===== config.mk =====
export PLATFORM = sky130hd
export DESIGN_NAME = dcp_chan_one_param
export DESIGN_NICKNAME = d
export VERILOG_FILES = /design/src/include/dcp_pkg.sv /design/src/hw/dcp_param_word.sv /design/src/hw/dcp_chan_one_param.sv
export SDC_FILE = /design/constraint.sdc
export NUM_CORES = 1
export LEC_CHECK = 0
export ABC_AREA = 1
export ABC_CLOCK_PERIOD_IN_PS = 3100
export BUFFER_PORTS_ARGS = -buffer_cell sky130_fd_sc_hd__buf_2
export CAP_MARGIN = 40
export CORE_MARGIN = 1.5
export CORE_UTILIZATION = 56
export DETAILED_ROUTE_END_ITERATION = 8
export HOLD_SLACK_MARGIN = 0.06
export PLACE_DENSITY = 0.89
export SLEW_MARGIN = 25
export SYNTH_ARGS = -nofsm -noshare
export SYNTH_HDL_FRONTEND = slang
export SYNTH_SLANG_ARGS = --single-unit

===== constraint.sdc =====
create_clock -name clk -period 3.1 [get_ports clk]
set_input_delay 0.31 -clock clk [delete_from_list [all_inputs] [get_ports clk]]
set_output_delay 0.31 -clock clk [all_outputs]
set_load 0.03 [all_outputs]

===== src/include/dcp_pkg.sv =====
// constants for the channel one parameter readback block
// assumes one 100 MHz clock and a plain strobe register port
package dcp_pkg;

    // ************************************************************
    // bus geometry
    // ************************************************************
    localparam int ADDR_W = 12;
    localparam int DATA_W = 32;

    // ************************************************************
    // register offsets, byte addresses
    // ************************************************************
    localparam logic [11:0] PARAM_HIGH_OFF  = 12'h3E4;
    localparam logic [11:0] VIEW_SELECT_OFF = 12'hF00;
    localparam logic [11:0] VIEW_VALUE_OFF  = 12'hF04;
    localparam logic [11:0] CFG_STATUS_OFF  = 12'hF08;
    localparam logic [11:0] READ_COUNT_OFF  = 12'hF0C;

    // ************************************************************
    // parameter word layout
    // ************************************************************
    localparam int DEPTH_LSB   = 28;
    localparam int BURST_LSB   = 16;
    localparam int FLOW_LSB    = 14;
    localparam int MBLK_BIT    = 11;
    localparam int LOCK_BIT    = 10;
    localparam int GATHER_BIT  = 9;
    localparam int SCATTER_BIT = 8;
    localparam int SRC_W_LSB   = 3;
    localparam int DST_W_LSB   = 0;
    localparam logic [31:0] RESERVED_MASK = 32'h8FF830C0;

    // ************************************************************
    // values after reset and default codes
    // ************************************************************
    localparam logic [31:0] PARAM_RESET      = 32'h00000000;
    localparam logic [2:0]  DEPTH_DEFAULT    = 3'h1;
    localparam logic [2:0]  BURST_DEFAULT    = 3'h1;
    localparam logic [1:0]  FLOW_DEFAULT     = 2'h0;
    localparam logic        FLAG_DEFAULT     = 1'h0;
    localparam logic [2:0]  WIDTH_DEFAULT    = 3'h0;
    localparam logic [3:0]  VIEW_SEL_RESET   = 4'h0;
    localparam logic [31:0] READ_COUNT_RESET = 32'h00000000;

    // ************************************************************
    // code limits and decode bases
    // ************************************************************
    localparam logic [2:0]  DEPTH_MAX_CODE = 3'h4;
    localparam logic [2:0]  SIZE_MAX_CODE  = 3'h6;
    localparam logic [31:0] DEPTH_BASE     = 32'h00000008;
    localparam logic [31:0] BURST_BASE     = 32'h00000004;
    localparam logic [31:0] WIDTH_BASE     = 32'h00000004;

    // ************************************************************
    // field table for the decoded view
    // ************************************************************
    localparam int FIELD_COUNT = 9;
    localparam logic [1:0] KIND_DEPTH = 2'h0;
    localparam logic [1:0] KIND_BURST = 2'h1;
    localparam logic [1:0] KIND_WIDTH = 2'h2;
    localparam logic [1:0] KIND_RAW   = 2'h3;
    localparam int FIELD_LSB [FIELD_COUNT] =
        '{28, 16, 14, 11, 10, 9, 8, 3, 0};
    localparam int FIELD_WID [FIELD_COUNT] =
        '{3, 3, 2, 1, 1, 1, 1, 3, 3};
    localparam logic [1:0] FIELD_KIND [FIELD_COUNT] =
        '{2'h0, 2'h1, 2'h3, 2'h3, 2'h3, 2'h3, 2'h3, 2'h2, 2'h2};

endpackage


===== src/hw/dcp_param_word.sv =====
// registered assembly of the channel one parameter word
// assumes codes are build-time constants from the parent
`timescale 1ns/1ns
module dcp_param_word (
    // clock and reset
    input  wire logic        clk,
    input  wire logic        rst_n,
    // field codes
    input  wire logic [2:0]  depth_code,
    input  wire logic [2:0]  burst_code,
    input  wire logic [1:0]  flow_code,
    input  wire logic        multiblock,
    input  wire logic        lock,
    input  wire logic        gather,
    input  wire logic        scatter,
    input  wire logic [2:0]  src_code,
    input  wire logic [2:0]  dst_code,
    // packed word
    output logic      [31:0] param_word,
    output logic             code_reserved
);

    logic [31:0] next_param_word;
    logic        next_code_reserved;

    // ************************************************************
    // packing
    // ************************************************************
    always_comb begin
        next_param_word = 32'h00000000;
        next_param_word[dcp_pkg::DEPTH_LSB +: 3] = depth_code;
        next_param_word[dcp_pkg::BURST_LSB +: 3] = burst_code;
        next_param_word[dcp_pkg::FLOW_LSB +: 2] = flow_code;
        next_param_word[dcp_pkg::MBLK_BIT] = multiblock;
        next_param_word[dcp_pkg::LOCK_BIT] = lock;
        next_param_word[dcp_pkg::GATHER_BIT] = gather;
        next_param_word[dcp_pkg::SCATTER_BIT] = scatter;
        next_param_word[dcp_pkg::SRC_W_LSB +: 3] = src_code;
        next_param_word[dcp_pkg::DST_W_LSB +: 3] = dst_code;
        next_param_word = next_param_word & ~dcp_pkg::RESERVED_MASK;
        next_code_reserved = (depth_code > dcp_pkg::DEPTH_MAX_CODE)
                          || (burst_code > dcp_pkg::SIZE_MAX_CODE)
                          || (src_code > dcp_pkg::SIZE_MAX_CODE)
                          || (dst_code > dcp_pkg::SIZE_MAX_CODE);
    end

    // ************************************************************
    // output register
    // ************************************************************
    // zero during reset
    always_ff @(posedge clk) begin
        if (!rst_n) begin
            param_word    <= dcp_pkg::PARAM_RESET;
            code_reserved <= 1'b0;
        end else begin
            param_word    <= next_param_word;
            code_reserved <= next_code_reserved;
        end
    end

endmodule


===== src/hw/dcp_chan_one_param.sv =====
// channel one parameter readback register with decoded view
// assumes a one-cycle strobe register port on the 100 MHz clock
`timescale 1ns/1ns
// What this block does
// - read-only parameter word at 0x3E4, reset zero
// - bits 30:28 give buffer depth code
// - bits 18:16 give burst multiple code
// - bits 15:14 give flow control owner
// - bit 11 shows multiblock support
// - bit 10 shows lock support
// - bit 9 shows source gather support
// - bit 8 shows destination scatter support
// - bits 5:3 give fixed source width
// - bits 2:0 give fixed destination width
module dcp_chan_one_param #(
    parameter logic [2:0] BUFFER_DEPTH_CODE = dcp_pkg::DEPTH_DEFAULT,
    parameter logic [2:0] BURST_LIMIT_CODE  = dcp_pkg::BURST_DEFAULT,
    parameter logic [1:0] FLOW_OWNER_CODE   = dcp_pkg::FLOW_DEFAULT,
    parameter logic       MULTIBLOCK_EN     = dcp_pkg::FLAG_DEFAULT,
    parameter logic       LOCK_EN           = dcp_pkg::FLAG_DEFAULT,
    parameter logic       GATHER_EN         = dcp_pkg::FLAG_DEFAULT,
    parameter logic       SCATTER_EN        = dcp_pkg::FLAG_DEFAULT,
    parameter logic [2:0] SRC_WIDTH_CODE    = dcp_pkg::WIDTH_DEFAULT,
    parameter logic [2:0] DST_WIDTH_CODE    = dcp_pkg::WIDTH_DEFAULT
) (
    // clock and reset
    input  wire logic        clk,
    input  wire logic        rst_n,
    // register port
    input  wire logic [11:0] addr,
    input  wire logic [31:0] wr_data,
    input  wire logic        wr_en,
    input  wire logic        rd_en,
    output logic      [31:0] rd_data,
    // configuration health
    output logic             cfg_code_reserved,
    // parameter fields
    output logic      [2:0]  chan_one_buffer_depth,
    output logic      [2:0]  chan_one_burst_limit,
    output logic      [1:0]  chan_one_flow_owner,
    output logic             chan_one_multiblock_present,
    output logic             chan_one_lock_present,
    output logic             chan_one_gather_present,
    output logic             chan_one_scatter_present,
    output logic      [2:0]  chan_one_src_width_fixed,
    output logic      [2:0]  chan_one_dst_width_fixed
);

    // ************************************************************
    // declarations
    // ************************************************************
    logic [31:0] param_word;
    logic        code_reserved;
    logic [3:0]  view_select;
    logic [31:0] read_count;
    logic [31:0] view_value;
    logic [31:0] next_rd_data;
    logic [2:0]  field_code  [dcp_pkg::FIELD_COUNT];
    logic [31:0] field_value [dcp_pkg::FIELD_COUNT];
    logic        field_bad   [dcp_pkg::FIELD_COUNT];
    logic        sel_param;
    logic        sel_view_select;
    logic        sel_view_value;
    logic        sel_cfg_status;
    logic        sel_read_count;

    // ************************************************************
    // decode helpers
    // ************************************************************
    function automatic logic [31:0] decode_field(
        input logic [1:0] kind,
        input logic [2:0] code
    );
        logic [31:0] result;
        result = 32'h00000000;
        case (kind)
            dcp_pkg::KIND_DEPTH: begin
                if (code <= dcp_pkg::DEPTH_MAX_CODE) begin
                    result = dcp_pkg::DEPTH_BASE << code;
                end
            end
            dcp_pkg::KIND_BURST: begin
                // 4 to 256, code 7 none
                if (code <= dcp_pkg::SIZE_MAX_CODE) begin
                    result = dcp_pkg::BURST_BASE << code;
                end
            end
            dcp_pkg::KIND_WIDTH: begin
                if (code != 3'h0 && code <= dcp_pkg::SIZE_MAX_CODE) begin
                    result = dcp_pkg::WIDTH_BASE << code;
                end
            end
            default: begin
                result = {29'h0, code};
            end
        endcase
        return result;
    endfunction

    function automatic logic code_is_reserved(
        input logic [1:0] kind,
        input logic [2:0] code
    );
        logic bad;
        bad = 1'b0;
        case (kind)
            dcp_pkg::KIND_DEPTH: begin
                bad = code > dcp_pkg::DEPTH_MAX_CODE;
            end
            dcp_pkg::KIND_BURST,
            dcp_pkg::KIND_WIDTH: begin
                bad = code > dcp_pkg::SIZE_MAX_CODE;
            end
            default: begin
                bad = 1'b0;
            end
        endcase
        return bad;
    endfunction

    function automatic logic hit(
        input logic [11:0] a,
        input logic [11:0] off
    );
        return a == off;
    endfunction

    // ************************************************************
    // parameter word
    // ************************************************************
    dcp_param_word u_word (
        .clk           (clk),
        .rst_n         (rst_n),
        .depth_code    (BUFFER_DEPTH_CODE),
        .burst_code    (BURST_LIMIT_CODE),
        .flow_code     (FLOW_OWNER_CODE),
        .multiblock    (MULTIBLOCK_EN),
        .lock          (LOCK_EN),
        .gather        (GATHER_EN),
        .scatter       (SCATTER_EN),
        .src_code      (SRC_WIDTH_CODE),
        .dst_code      (DST_WIDTH_CODE),
        .param_word    (param_word),
        .code_reserved (code_reserved)
    );

    // ************************************************************
    // field outputs
    // ************************************************************
    // depth code out
    assign chan_one_buffer_depth =
        param_word[dcp_pkg::DEPTH_LSB +: 3];
    assign chan_one_burst_limit =
        param_word[dcp_pkg::BURST_LSB +: 3];
    assign chan_one_flow_owner =
        param_word[dcp_pkg::FLOW_LSB +: 2];
    assign chan_one_multiblock_present =
        param_word[dcp_pkg::MBLK_BIT];
    assign chan_one_lock_present =
        param_word[dcp_pkg::LOCK_BIT];
    assign chan_one_gather_present =
        param_word[dcp_pkg::GATHER_BIT];
    assign chan_one_scatter_present =
        param_word[dcp_pkg::SCATTER_BIT];
    assign chan_one_src_width_fixed =
        param_word[dcp_pkg::SRC_W_LSB +: 3];
    assign chan_one_dst_width_fixed =
        param_word[dcp_pkg::DST_W_LSB +: 3];
    assign cfg_code_reserved = code_reserved;

    // ************************************************************
    // per field decode
    // ************************************************************
    genvar gi;
    generate
        for (gi = 0; gi < dcp_pkg::FIELD_COUNT; gi++) begin : g_field
            localparam int          LSB  = dcp_pkg::FIELD_LSB[gi];
            localparam int          WID  = dcp_pkg::FIELD_WID[gi];
            localparam logic [1:0]  KIND = dcp_pkg::FIELD_KIND[gi];
            localparam logic [2:0]  MASK = 3'((1 << WID) - 1);
            logic [31:0] shifted;
            assign shifted = param_word >> LSB;
            assign field_code[gi]  = shifted[2:0] & MASK;
            assign field_value[gi] = decode_field(KIND, field_code[gi]);
            assign field_bad[gi]   = code_is_reserved(KIND,
                                                      field_code[gi]);
        end
    endgenerate

    // ************************************************************
    // decoded view of the selected field
    // ************************************************************
    always_comb begin
        view_value = 32'h00000000;
        for (int i = 0; i < dcp_pkg::FIELD_COUNT; i++) begin
            if (view_select == 4'(i)) begin
                view_value = {field_bad[i], field_value[i][30:0]};
            end
        end
    end

    // ************************************************************
    // address decode
    // ************************************************************
    // fixed offset
    assign sel_param       = hit(addr, dcp_pkg::PARAM_HIGH_OFF);
    assign sel_view_select = hit(addr, dcp_pkg::VIEW_SELECT_OFF);
    assign sel_view_value  = hit(addr, dcp_pkg::VIEW_VALUE_OFF);
    assign sel_cfg_status  = hit(addr, dcp_pkg::CFG_STATUS_OFF);
    assign sel_read_count  = hit(addr, dcp_pkg::READ_COUNT_OFF);

    // ************************************************************
    // writable registers
    // ************************************************************
    // only own registers take writes
    always_ff @(posedge clk) begin
        if (!rst_n) begin
            view_select <= dcp_pkg::VIEW_SEL_RESET;
        end else if (wr_en && sel_view_select) begin
            view_select <= wr_data[3:0];
        end
    end

    always_ff @(posedge clk) begin
        if (!rst_n) begin
            read_count <= dcp_pkg::READ_COUNT_RESET;
        end else if (rd_en && sel_param) begin
            if (read_count != 32'hFFFFFFFF) begin
                read_count <= read_count + 32'h00000001;
            end
        end else if (wr_en && sel_read_count) begin
            read_count <= dcp_pkg::READ_COUNT_RESET;
        end
    end

    // ************************************************************
    // read path
    // ************************************************************
    always_comb begin
        next_rd_data = 32'h00000000;
        if (rd_en) begin
            if (sel_param) begin
                next_rd_data = param_word;
            end else if (sel_view_select) begin
                next_rd_data = {28'h0000000, view_select};
            end else if (sel_view_value) begin
                next_rd_data = view_value;
            end else if (sel_cfg_status) begin
                next_rd_data = {31'h0, code_reserved};
            end else if (sel_read_count) begin
                next_rd_data = read_count;
            end
        end
    end

    // read data only in the cycle after the strobe
    always_ff @(posedge clk) begin
        if (!rst_n) begin
            rd_data <= 32'h00000000;
        end else begin
            rd_data <= next_rd_data;
        end
    end

endmodule


==> impl_metrics.csv <==
group,metric,value,unit
logic_synthesis,syn_area,3470,sq um
power,leakage,1.63,nW
cts,postCtsSetupBuffers,0,
sta,slew_violations,0,
job,cap_viol_max_count,0,
floorplan,die_w,81.7,um
drt,wirelength,8710,um
cts,postCtsResizedCells,0,
critical_path,path_cells,"ha_1 > nand2_1 > nor2_4 > nand2_2 > nor2_4 > nand3_2 > nand2_2 > nand2_2 > a21oi_1 > nor2_1",
finish,final_cell_mix,"nand2_1 (127), nor2_1 (96), dfxtp_1 (69), nand3_1 (60), buf_2 (53)",
sta,final.setup.tns,0,ps
finish,fillerInstances,572,
floorplan,dieHeight,81.7,um
logic_synthesis,ys_warn_count,0,
global_routing,overflow,0,
cts,cts-htree-levels,3,
drt,drt_iter0_markers,320,
global_routing,grt_pass1_wl,14500,um
power,ir_drop,273,uV
power,fin_total_pwr,1.69,mW
sta,fin_skew,7.98,ps
logic_synthesis,yosysTopAreaCell,"dfxtp_1",
cts,cts_tree,"built",
logic_synthesis,synth.distinct_cells,31,
critical_path,endpoint_kind,"flip-flop",
floorplan,rows,28,
sta,period_share,0.745,
critical_path,worstPathRequired,3340,ps
critical_path,worstSetupPathType,"flip-flop to flip-flop",
floorplan,io_pins,99,
global_routing,grt_pass1_vias,3180,
logic_synthesis,yosysSeqAreaShare,0.398,
logic_synthesis,yosys.area.top_type_share,0.398,
critical_path,start_kind,"flip-flop",
sta,worst_slew_pin_slew,677,ps
logic_synthesis,ys_ff_latch,69,
sta,timing.hold.ws,180,ps
finish,fin_nets,623,
min_path,min-delay-path-class,"input port to flip-flop",
cts,cts-root-buf,"clkbuf_8",
cts,ctsHoldBuffers,0,
cts,clk_latency,340,ps
drt,ant_nets,0,
critical_path,r2r_cells,10,
sta,max_slew_margin,0.548,
min_path,min_path_cells,1,
finish,fin_area,3870,sq um
finish,area_growth_syn_to_layout,11.7,%
critical_path,slowest_stage,"dfxtp_1",
finish,drive_gt1_frac,0.149,
finish,antenna_cells,0,
drt,drcViolationCount,0,
place,port_buffers,53,
place,dp_slack,849,ps
logic_synthesis,syn_area_per_cell,6.63,sq um
critical_path,crit_fanout,29,
global_routing,track_usage,0.286,
place,place_hpwl,6350,um
critical_path,slowest_delay,400,ps
critical_path,crit_top_cell,"nand2_2",
logic_synthesis,syn_inst,523,
status,status,"completed",
sta,final_hold_viol_count,0,
cts,numCtsBuffers,9,
sta,finalCriticalPeriod,2310,ps
drt,vias_per_cell,5.46,
sta,setup_viol,0,
drt,via_count,3553,
global_routing,antenna_found_initial,0,
finish,layout_commonest_cell,"nand2_1",
sta,rsz0062_at_grt,"no",
cts,clkSinkCount,69,
logic_synthesis,synth.area.top_cells,"dfxtp_1 (40%), nand2_1 (14%), nor2_1 (10%)",
floorplan,core,5960,sq um
drt,first_pass_iters,6,
global_routing,grt_max_degree,30,
critical_path,cp_data_arrival_time,2550,ps
power,cellPowerDensity,436,nW/um^2
finish,ff_latch_area,1380,sq um
cts,cts_buffer_depth,2,
floorplan,initial_core_util,0.582,
place,detailed_place.area,3690,sq um
drt,wl_per_cell,13.4,um
place,place_congestion,0.937,
sta,setup_ws,791,ps
cts,path_clk_slew,70,ps
sta,fmax,433,MHz
floorplan,die_area,6670,sq um
finish,multi_input_area,1760,sq um
cells in the mapped netlist (all sizes together):
cell type / instances
clkbuf: 6
or3: 1
nand3b: 1
or2: 1
xor2: 1
inv: 47
o21ai: 6
nand3: 61
and2: 2
buf: 24
dfxtp: 69
nand4: 11
conb: 1
nor3: 15
nor4: 2
ha: 1
nor2: 99
a21oi: 40
nand2: 133
and3: 1
clkinv: 1
critical path: cells and delay by family, from the launching register on:
| kind | cells | cell delay [ps] |
|---|---|---|
| compound gates | 1 | 260 |
| fa+ha+maj | 1 | 280 |
| flops | 1 | 400 |
| simple gates | 8 | 1250 |
area by class of cell:
cell class                      instances  share of cell area
Timing Repair Buffer                   54              0.0704
Clock inverter                          2             0.00904
Sequential cell                        69               0.356
Tap cell                               75              0.0242
Inverter                               48              0.0465
Clock buffer                           11              0.0391
Multi-Input combinational cell        392               0.454
stage by stage:
step                instances  utilization
floorplan                 539            -
global placement          638        0.619
detailed placement        638        0.619
CTS                       651        0.651
global route              651        0.651
finish                    651        0.651
cells by family (layout without fill, tap and decap cells):
logic type / count (synthesis) / count (layout) / synth area share
AOI/OAI and AO/OA: 46 / 46 / 0.0718
DFF: 69 / 69 / 0.398
xor gates and xnor gates: 1 / 1 / 0.00253
other: 1 / 17 / 0.00108
adders and majority gates: 1 / 1 / 0.00361
and+or+nand+nor: 327 / 327 / 0.411
buffers and inverters: 78 / 115 / 0.111
sequential cells by signal, indices dropped and copies added, names as in the netlist:
signal             flops
rd_data               32
view_select            4
read_count            32
u_word.param_word      1
per-layer routing:
metal	wire length, um	track usage
met3	543	0.0478
met5	0	0
met2	4030	0.468
met4	127	0.0915
met1	4010	0.383
power breakdown:
group / internal, mW / switching (mW)
sequential: 0.887 / 0.00129
clock: 0.401 / 0.312
combinational: 0.0189 / 0.0687
total: 1.31 / 0.382
final timing paths:
check	endpoint	slack, ps	start
setup / recovery	read_count[25]	790	read_count[1]
hold / removal	u_word.param_word[16]	180	rst_n
setup reg to reg	read_count[25]	790	read_count[1]
hold reg to reg	view_select[2]	500	view_select[2]
No activity file was read; power rests on OpenSTA's default activity.
